## src/hdl/glue_consts.vh

```
// Purpose: Named constants for the CPU bus glue peripheral
// Assumes: 100 MHz reference clock
// Notes: Register indices and refresh values are free choices
`ifndef GLUE_CONSTS_VH
`define GLUE_CONSTS_VH
// ----------------------------------------
// Register indices on the four address lines
// ----------------------------------------
`define REG_OUT_PORT 4'h0
`define REG_IN_PORT 4'h1
`define REG_WDOG_KEY_A 4'h2
`define REG_WDOG_KEY_B 4'h3
`define REG_WDOG_STAT 4'h4
// ----------------------------------------
// Watchdog, output port and read data defaults
// ----------------------------------------
`define WDOG_KEY_A_VAL 8'h55
`define WDOG_KEY_B_VAL 8'hAA
`define WDOG_TIMEOUT_MS 100
`define CLK_FREQ_KHZ 100000
`define WDOG_TIMEOUT_CYC (`WDOG_TIMEOUT_MS * `CLK_FREQ_KHZ)
`define OUT_PORT_RST 8'h00
`define BYTE_ZERO 8'h00
`endif

```

## src/hdl/serial_router.v

```verilog
// Purpose: Four-way serial data crossbar under switch selects
// Assumes: Selects and data are already synchronised
// Notes: Each output registered to stay glitch free
`timescale 1ns/1ps
module serial_router (
  input wire ref_clk_i, // Clock
  input wire sys_rst_i, // Synchronous reset
  input wire [3:0] ser_in_i, // Serial data inputs
  input wire [7:0] ser_sel_i, // Two select bits per output
  output reg [3:0] ser_out_o // Serial data outputs
);
  integer k;
  // Each output follows exactly one input
  always @(posedge ref_clk_i) begin
    if (sys_rst_i) begin
      ser_out_o <= 4'h0;
    end else begin
      for (k = 0; k < 4; k = k + 1) begin
        ser_out_o[k] <= ser_in_i[ser_sel_i[2*k +: 2]];
      end
    end
  end
endmodule

```

## src/hdl/bus_glue.v

```verilog
// Purpose: CPU bus glue with ports, watchdog, decode and serial routing
// Assumes: All CPU bus and pin inputs except sys_rst_i are asynchronous to ref_clk_i
// Notes: Registers are eight bits, picked by four address lines
`timescale 1ns/1ps
`include "glue_consts.vh"
module bus_glue #(
  parameter [3:0] ADDR_OUT = `REG_OUT_PORT, // Output port index
  parameter [3:0] ADDR_IN = `REG_IN_PORT, // Input port index
  parameter [3:0] ADDR_KEY_A = `REG_WDOG_KEY_A, // First refresh key index
  parameter [3:0] ADDR_KEY_B = `REG_WDOG_KEY_B, // Second refresh key index
  parameter [3:0] ADDR_STAT = `REG_WDOG_STAT, // Watchdog status index
  parameter [7:0] KEY_A = `WDOG_KEY_A_VAL, // First refresh value
  parameter [7:0] KEY_B = `WDOG_KEY_B_VAL, // Second refresh value
  parameter integer WDOG_CYCLES = `WDOG_TIMEOUT_CYC, // Timeout in clocks
  parameter integer PADDR_W = 8, // Peripheral decode address width
  parameter [8*PADDR_W-1:0] RANGE_BASE = 64'hF0E0_D0C0_B0A0_9080, // Range bases
  parameter [8*PADDR_W-1:0] RANGE_MASK = 64'hF0F0_F0F0_F0F0_F0F0 // Range masks
) (
  input wire ref_clk_i, // Clock, 100 MHz
  input wire sys_rst_i, // Synchronous reset
  input wire cs_n_i, // CPU chip-select, low active
  input wire rd_wr_i, // High read, low write
  input wire [PADDR_W-1:0] addr_i, // CPU address, low four pick register
  input wire [7:0] wdata_i, // CPU write data
  output reg [7:0] rdata_o, // CPU read data
  output reg rdata_oe_o, // High while driving data bus
  input wire [7:0] par_in_i, // Discrete inputs
  output reg [7:0] par_out_o, // Latched discrete outputs
  input wire wdog_dis_i, // Jumper, high disables watchdog
  output reg wdog_rst_o, // Watchdog system reset, high active
  output reg [7:0] periph_sel_n_o, // Peripheral selects, low active
  output reg [7:0] periph_rd_n_o, // Peripheral read strobes
  output reg [7:0] periph_wr_n_o, // Peripheral write strobes
  input wire [3:0] ser_in_i, // Serial data inputs
  input wire [7:0] ser_sel_i, // Serial select switches
  output wire [3:0] ser_out_o // Routed serial outputs
);
  // ----------------------------------------
  // Input synchronisers
  // ----------------------------------------
  reg [11+PADDR_W+8+8+1+4+8-1:0] meta_ff;
  reg [11+PADDR_W+8+8+1+4+8-1:0] sync_ff;
  wire [11+PADDR_W+8+8+1+4+8-1:0] raw_in;
  assign raw_in = {cs_n_i, rd_wr_i, addr_i, wdata_i, par_in_i, wdog_dis_i, ser_in_i, ser_sel_i, 9'h000};
  // Two flops on every external input except sys_rst_i
  always @(posedge ref_clk_i) begin
    meta_ff <= raw_in;
    sync_ff <= meta_ff;
  end
  wire cs_s = ~sync_ff[10+PADDR_W+8+8+1+4+8];
  wire rd_s = sync_ff[9+PADDR_W+8+8+1+4+8];
  wire [PADDR_W-1:0] addr_s = sync_ff[9+8+8+1+4+8 +: PADDR_W];
  wire [7:0] wdata_s = sync_ff[9+8+1+4+8 +: 8];
  wire [7:0] par_in_s = sync_ff[9+1+4+8 +: 8];
  wire dis_s = sync_ff[9+4+8];
  wire [3:0] ser_in_s = sync_ff[9+8 +: 4];
  wire [7:0] ser_sel_s = sync_ff[9 +: 8];
  // ----------------------------------------
  // Register access
  // ----------------------------------------
  reg cs_d_ff;
  always @(posedge ref_clk_i) begin
    if (sys_rst_i) cs_d_ff <= 1'b0;
    else cs_d_ff <= cs_s;
  end
  // One write strobe per write chip-select cycle, none for reads
  wire wr_stb = cs_s & ~cs_d_ff & ~rd_s;
  wire [3:0] reg_idx = addr_s[3:0];
  function hit;
    input [3:0] idx;
    input [3:0] want;
    begin
      hit = (idx == want);
    end
  endfunction
  // Output latch
  always @(posedge ref_clk_i) begin
    if (sys_rst_i) par_out_o <= `OUT_PORT_RST;
    else if (wr_stb && hit(reg_idx, ADDR_OUT)) par_out_o <= wdata_s;
  end
  // ----------------------------------------
  // Watchdog
  // ----------------------------------------
  reg key_a_ok_ff;
  reg [31:0] wd_cnt_ff;
  wire refresh = wr_stb && hit(reg_idx, ADDR_KEY_B) && key_a_ok_ff && (wdata_s == KEY_B);
  // First key arms, any write to key B disarms
  always @(posedge ref_clk_i) begin
    if (sys_rst_i) key_a_ok_ff <= 1'b0;
    else if (wr_stb && hit(reg_idx, ADDR_KEY_A)) key_a_ok_ff <= (wdata_s == KEY_A);
    else if (wr_stb && hit(reg_idx, ADDR_KEY_B)) key_a_ok_ff <= 1'b0;
  end
  // Count up to timeout, then hold reset until refreshed or disabled
  always @(posedge ref_clk_i) begin
    if (sys_rst_i || refresh || dis_s) begin
      wd_cnt_ff <= 32'h0000_0000;
      wdog_rst_o <= 1'b0;
    end else if (wd_cnt_ff >= WDOG_CYCLES - 1) begin
      wdog_rst_o <= 1'b1;
    end else begin
      wd_cnt_ff <= wd_cnt_ff + 32'h0000_0001;
    end
  end
  // ----------------------------------------
  // Read data
  // ----------------------------------------
  reg [7:0] nxt_rdata;
  // Read mux of the eight-bit registers
  always @* begin
    nxt_rdata = `BYTE_ZERO;
    if (hit(reg_idx, ADDR_OUT)) nxt_rdata = par_out_o;
    else if (hit(reg_idx, ADDR_IN)) nxt_rdata = par_in_s;
    else if (hit(reg_idx, ADDR_STAT)) nxt_rdata = {6'h00, dis_s, wdog_rst_o};
  end
  always @(posedge ref_clk_i) begin
    if (sys_rst_i) begin
      rdata_o <= `BYTE_ZERO;
      rdata_oe_o <= 1'b0;
    end else begin
      rdata_o <= nxt_rdata;
      rdata_oe_o <= cs_s & rd_s;
    end
  end
  // ----------------------------------------
  // Peripheral decode
  // ----------------------------------------
  integer p;
  always @(posedge ref_clk_i) begin
    if (sys_rst_i) begin
      periph_sel_n_o <= 8'hFF;
      periph_rd_n_o <= 8'hFF;
      periph_wr_n_o <= 8'hFF;
    end else begin
      for (p = 0; p < 8; p = p + 1) begin
        periph_sel_n_o[p] <= ~(cs_s && ((addr_s & RANGE_MASK[p*PADDR_W +: PADDR_W]) ==
          RANGE_BASE[p*PADDR_W +: PADDR_W]));
        periph_rd_n_o[p] <= ~(cs_s && rd_s && ((addr_s & RANGE_MASK[p*PADDR_W +: PADDR_W]) ==
          RANGE_BASE[p*PADDR_W +: PADDR_W]));
        periph_wr_n_o[p] <= ~(cs_s && !rd_s && ((addr_s & RANGE_MASK[p*PADDR_W +: PADDR_W]) ==
          RANGE_BASE[p*PADDR_W +: PADDR_W]));
      end
    end
  end
  // ----------------------------------------
  // Serial routing
  // ----------------------------------------
  serial_router u_router (
    .ref_clk_i(ref_clk_i),
    .sys_rst_i(sys_rst_i),
    .ser_in_i(ser_in_s),
    .ser_sel_i(ser_sel_s),
    .ser_out_o(ser_out_o)
  );
endmodule

```

## config.mk

```make
export PLATFORM = sky130hd
export DESIGN_NAME = bus_glue
export DESIGN_NICKNAME = d
export VERILOG_FILES = /design/src/hdl/serial_router.v /design/src/hdl/bus_glue.v
export VERILOG_INCLUDE_DIRS = /design/src /design/src/hdl
export SDC_FILE = /design/constraint.sdc
export NUM_CORES = 1
export LEC_CHECK = 0
export BUFFER_PORTS_ARGS = -buffer_cell sky130_fd_sc_hd__buf_2
export CORE_ASPECT_RATIO = 1.25
export CORE_MARGIN = 2
export CORE_UTILIZATION = 30
export DETAILED_ROUTE_END_ITERATION = 6
export GPL_TIMING_DRIVEN = 0
export SYNTH_ARGS = -nofsm -noshare
export SYNTH_HDL_FRONTEND = slang
export SYNTH_SLANG_ARGS = --single-unit
export TNS_END_PERCENT = 100
```

## constraint.sdc

```tcl
create_clock -name ref_clk_i -period 3.3 [get_ports ref_clk_i]
set_input_delay 0.33 -clock ref_clk_i [delete_from_list [all_inputs] [get_ports ref_clk_i]]
set_output_delay 0.33 -clock ref_clk_i [all_outputs]
set_load 0.1 [all_outputs]
```

==> run_results.csv <==
group,metric,value,unit
logic_synthesis,yosys_warnings,0,
worst_setup_path,cp-endpoint,"wd_cnt_ff[23]",
floorplanning,initial_utilization,30.9,%
place,port_buffers,86,
sta,period_share,73.9,%
hold_path,hp-class,"primary input to register",
routing,drt_wl_total,9210,um
worst_setup_path,r2r-start,"sync_ff[46]",
floorplanning,die-area,16600,sq um
floorplanning,die_w,115,um
clock_network,holdBufCountCts,1,
sta,maxSlewHeadroom,41.7,%
sta,period_minus_slack,2.44,ns
sta,slew_violations,0,
floorplanning,die_y,143,um
worst_setup_path,rr_endpoint,"wd_cnt_ff[23]",
clock_network,cts_setup_buffers,0,
cells_and_area,drive_above_1_share,26.9,%
grt,grt_usage,11.7,%
sta,hold_viol,0,
grt,antenna_found_initial,0,
logic_synthesis,synth_cell_types,44,
clock_network,clock_latency,0.41,ns
grt,grt_max_degree,19,
clock_network,cts_buffer_depth,2,
cells_and_area,fin_cells,740,
clock_network,cts_tree,"done",
grt,grt_pass1_wl,15400,um
grt,grt_pass1_vias,3206,
floorplanning,core_area,15100,sq um
clock_network,clk_pin_slew,0.07,ns
routing,vias_per_cell,4.44,
worst_setup_path,crit_family,"simple AND/OR/NAND/NOR gates",
worst_setup_path,critPathBufInv,2,
clock_network,postCtsResizedCells,0,
logic_synthesis,synth-seq-cells,158,
pwr,p_leak,2.33,nW
pwr,vdd_drop_max,0.000451,V
sta,whs,0.0178,ns
worst_setup_path,cpMostUsedCell,"clkbuf_1",
floorplanning,ios,87,
cells_and_area,fin_nets,561,
worst_setup_path,reg2reg_slack,0.86,ns
worst_setup_path,crit_required,3.58,ns
worst_setup_path,path_max_fanout,10,
clock_network,cts_root_buffer,"clkbuf_16",
pwr,total_power,0.00410,W
clock_network,cts_sinks,158,
outcome,status,"complete, no violations",
sta,rsz0062_at_grt,"false",
routing,ant_nets,0,
cells_and_area,final_common_cell,"dfxtp_1",
routing,drt-wirelength-per-cell,12.4,um
worst_setup_path,crit_path_end_kind,"register",
routing,dr.pass1.iters,6,
place,hpwl,6610,um
place,place_congestion,0.804,
worst_setup_path,critical_path.max_stage_delay,0.57,ns
worst_setup_path,cp_cell_sequence,"clkbuf_1 > nor3_2 > nand3_1 > o21ai_1 > clkbuf_1 > nor2_1",
logic_synthesis,synth_area,4660,sq um
routing,drt_iter0_markers,157,
cells_and_area,antenna_cells,0,
run,maxCapViolCount,0,
clock_network,htreeDepth,4,
routing,via_count,3283,
sta,fin_ws,0.861,ns
sta,setup_viol,0,
logic_synthesis,synth_cells,410,
worst_setup_path,ff2ff_path_depth,6,
floorplanning,rows,50,
logic_synthesis,yosysSeqAreaShare,67.9,%
grt,gr-total-overflow,0,
pwr,p_per_area,681,nW/um^2
routing,drc_errors,0,
sta,skew,0.00445,ns
clock_network,cts_made_buffers,17,
worst_setup_path,arrival,2.72,ns
worst_setup_path,critPathSlowestCell,"nor3_2",
worst_setup_path,crit_path_start_kind,"register",
worst_setup_path,crit_start,"sync_ff[46]",
sta,tightest_slew,0.867,ns
sta,fmax,0.410,GHz
sta,setup_tns,0,ns
logic_synthesis,synth_fp_nets,452,
worst_setup_path,path_class,"register to register",
place,dp_cells,704,
worst_setup_path,path_depth,6,
cells_and_area,final_cell_mix,"158 x dfxtp_1, 86 x buf_2, 29 x nand2_1",
cells_and_area,syn_to_final_growth,29.2,%
logic_synthesis,synth_area_per_cell,11.4,sq um
place,pre_cts_ws,0.821,ns
[report_power, final]
part	switching, W	internal, W
Sequential	0.0000269	0.00197
Combinational	0.000103	0.0000467
Clock	0.000856	0.00110
Total	0.000986	0.00311
[layout make-up]
| type | instances | area, sq um |
|---|---|---|
| Timing Repair Buffer | 90 | 470 |
| Tap cell | 208 | 260 |
| Sequential cell | 158 | 3160 |
| Clock buffer | 17 | 425 |
| Inverter | 8 | 30.0 |
| Fill cell | 1479 | 9060 |
| Clock inverter | 15 | 191 |
| Buffer | 10 | 45.0 |
| Multi-Input combinational cell | 234 | 1430 |
[through the flow]
step           utilization, %  area, sq um
2_1_floorplan               -         4660
3_5_place_dp             35.5         5350
4_1_cts                  39.6         5980
6_report                 39.9         6020
5_1_grt                  39.9         6020
3_3_place_gp             35.5         5350
[worst register-to-register path: stages, from the launching register on]
cell and delay (ns):
dfxtp_1 0.30, clkbuf_1 0.20, nor3_2 0.57, nand3_1 0.26, o21ai_1 0.46, clkbuf_1 0.43
nor2_1 0.10
[worst min path at each step]
stage,endpoint,startpoint,cells past startpoint,slack [ns]
4_1_cts,meta_ff[16],ser_sel_i[7],1,0.0007
2_1_floorplan,sync_ff[10],meta_ff[10],0,0.31
6_report,meta_ff[27],par_in_i[5],1,0.02
5_1_grt,meta_ff[24],par_in_i[2],1,0.0004
3_5_place_dp,sync_ff[22],meta_ff[22],0,0.31
3_3_place_gp,sync_ff[43],meta_ff[43],0,0.31
[cells by family (layout without fill, tap and decap cells)]
family          count (synthesis)  count (layout)  synth area share (%)
flops                         158             158                  67.9
compound gates                 61              61                  8.27
xor+xnor                        7               7                  1.32
simple gates                  161             161                  18.7
mux                             4               4                  1.93
buf+inv                        18             140                  1.61
fa+ha+maj                       1               1                 0.268
[cell usage after synthesis (all sizes together)]
cell type,count,area share (%)
or2,9,1.2
nor4,1,0.13
o21bai,2,0.64
nor2b,8,1.1
and2,13,1.7
a21oi,25,2.7
nor3b,1,0.16
o21a,2,0.32
a41oi,1,0.19
and3,4,0.54
nand2,29,2.3
mux4,4,1.9
nand2b,1,0.13
inv,8,0.64
nor2,29,2.4
a31oi,1,0.13
dfxtp,158,68
or4,7,1.3
nor4b,1,0.19
o211ai,4,0.64
xor2,3,0.56
nand3,25,2.7
nand4,10,1.3
buf,3,0.40
o21ai,17,1.9
a211oi,1,0.43
nor3,6,0.86
a22oi,6,0.97
or3,12,1.6
and4,1,0.19
nand4b,1,0.19
a31o,1,0.19
nor4bb,3,0.64
o31ai,1,0.16
ha,1,0.27
xnor2,4,0.75
clkbuf,7,0.56
[routing by layer]
metal	share of wire [%]	track usage, %
met5	0	0
met1	42	13.8
met2	48	18.8
met4	1.6	5.33
met3	7.8	4.64
[registers in the layout, summed over array words and instances, names as in the netlist, 4 cells and up]
| signal | cells |
|---|---|
| meta_ff | 39 |
| sync_ff | 39 |
| wd_cnt_ff | 32 |
| par_out_o | 8 |
| periph_rd_n_o | 8 |
| periph_sel_n_o | 8 |
| periph_wr_n_o | 8 |
| rdata_o | 8 |
| u_router.ser_out_o | 4 |
No activity file was read; power rests on OpenSTA's default activity.
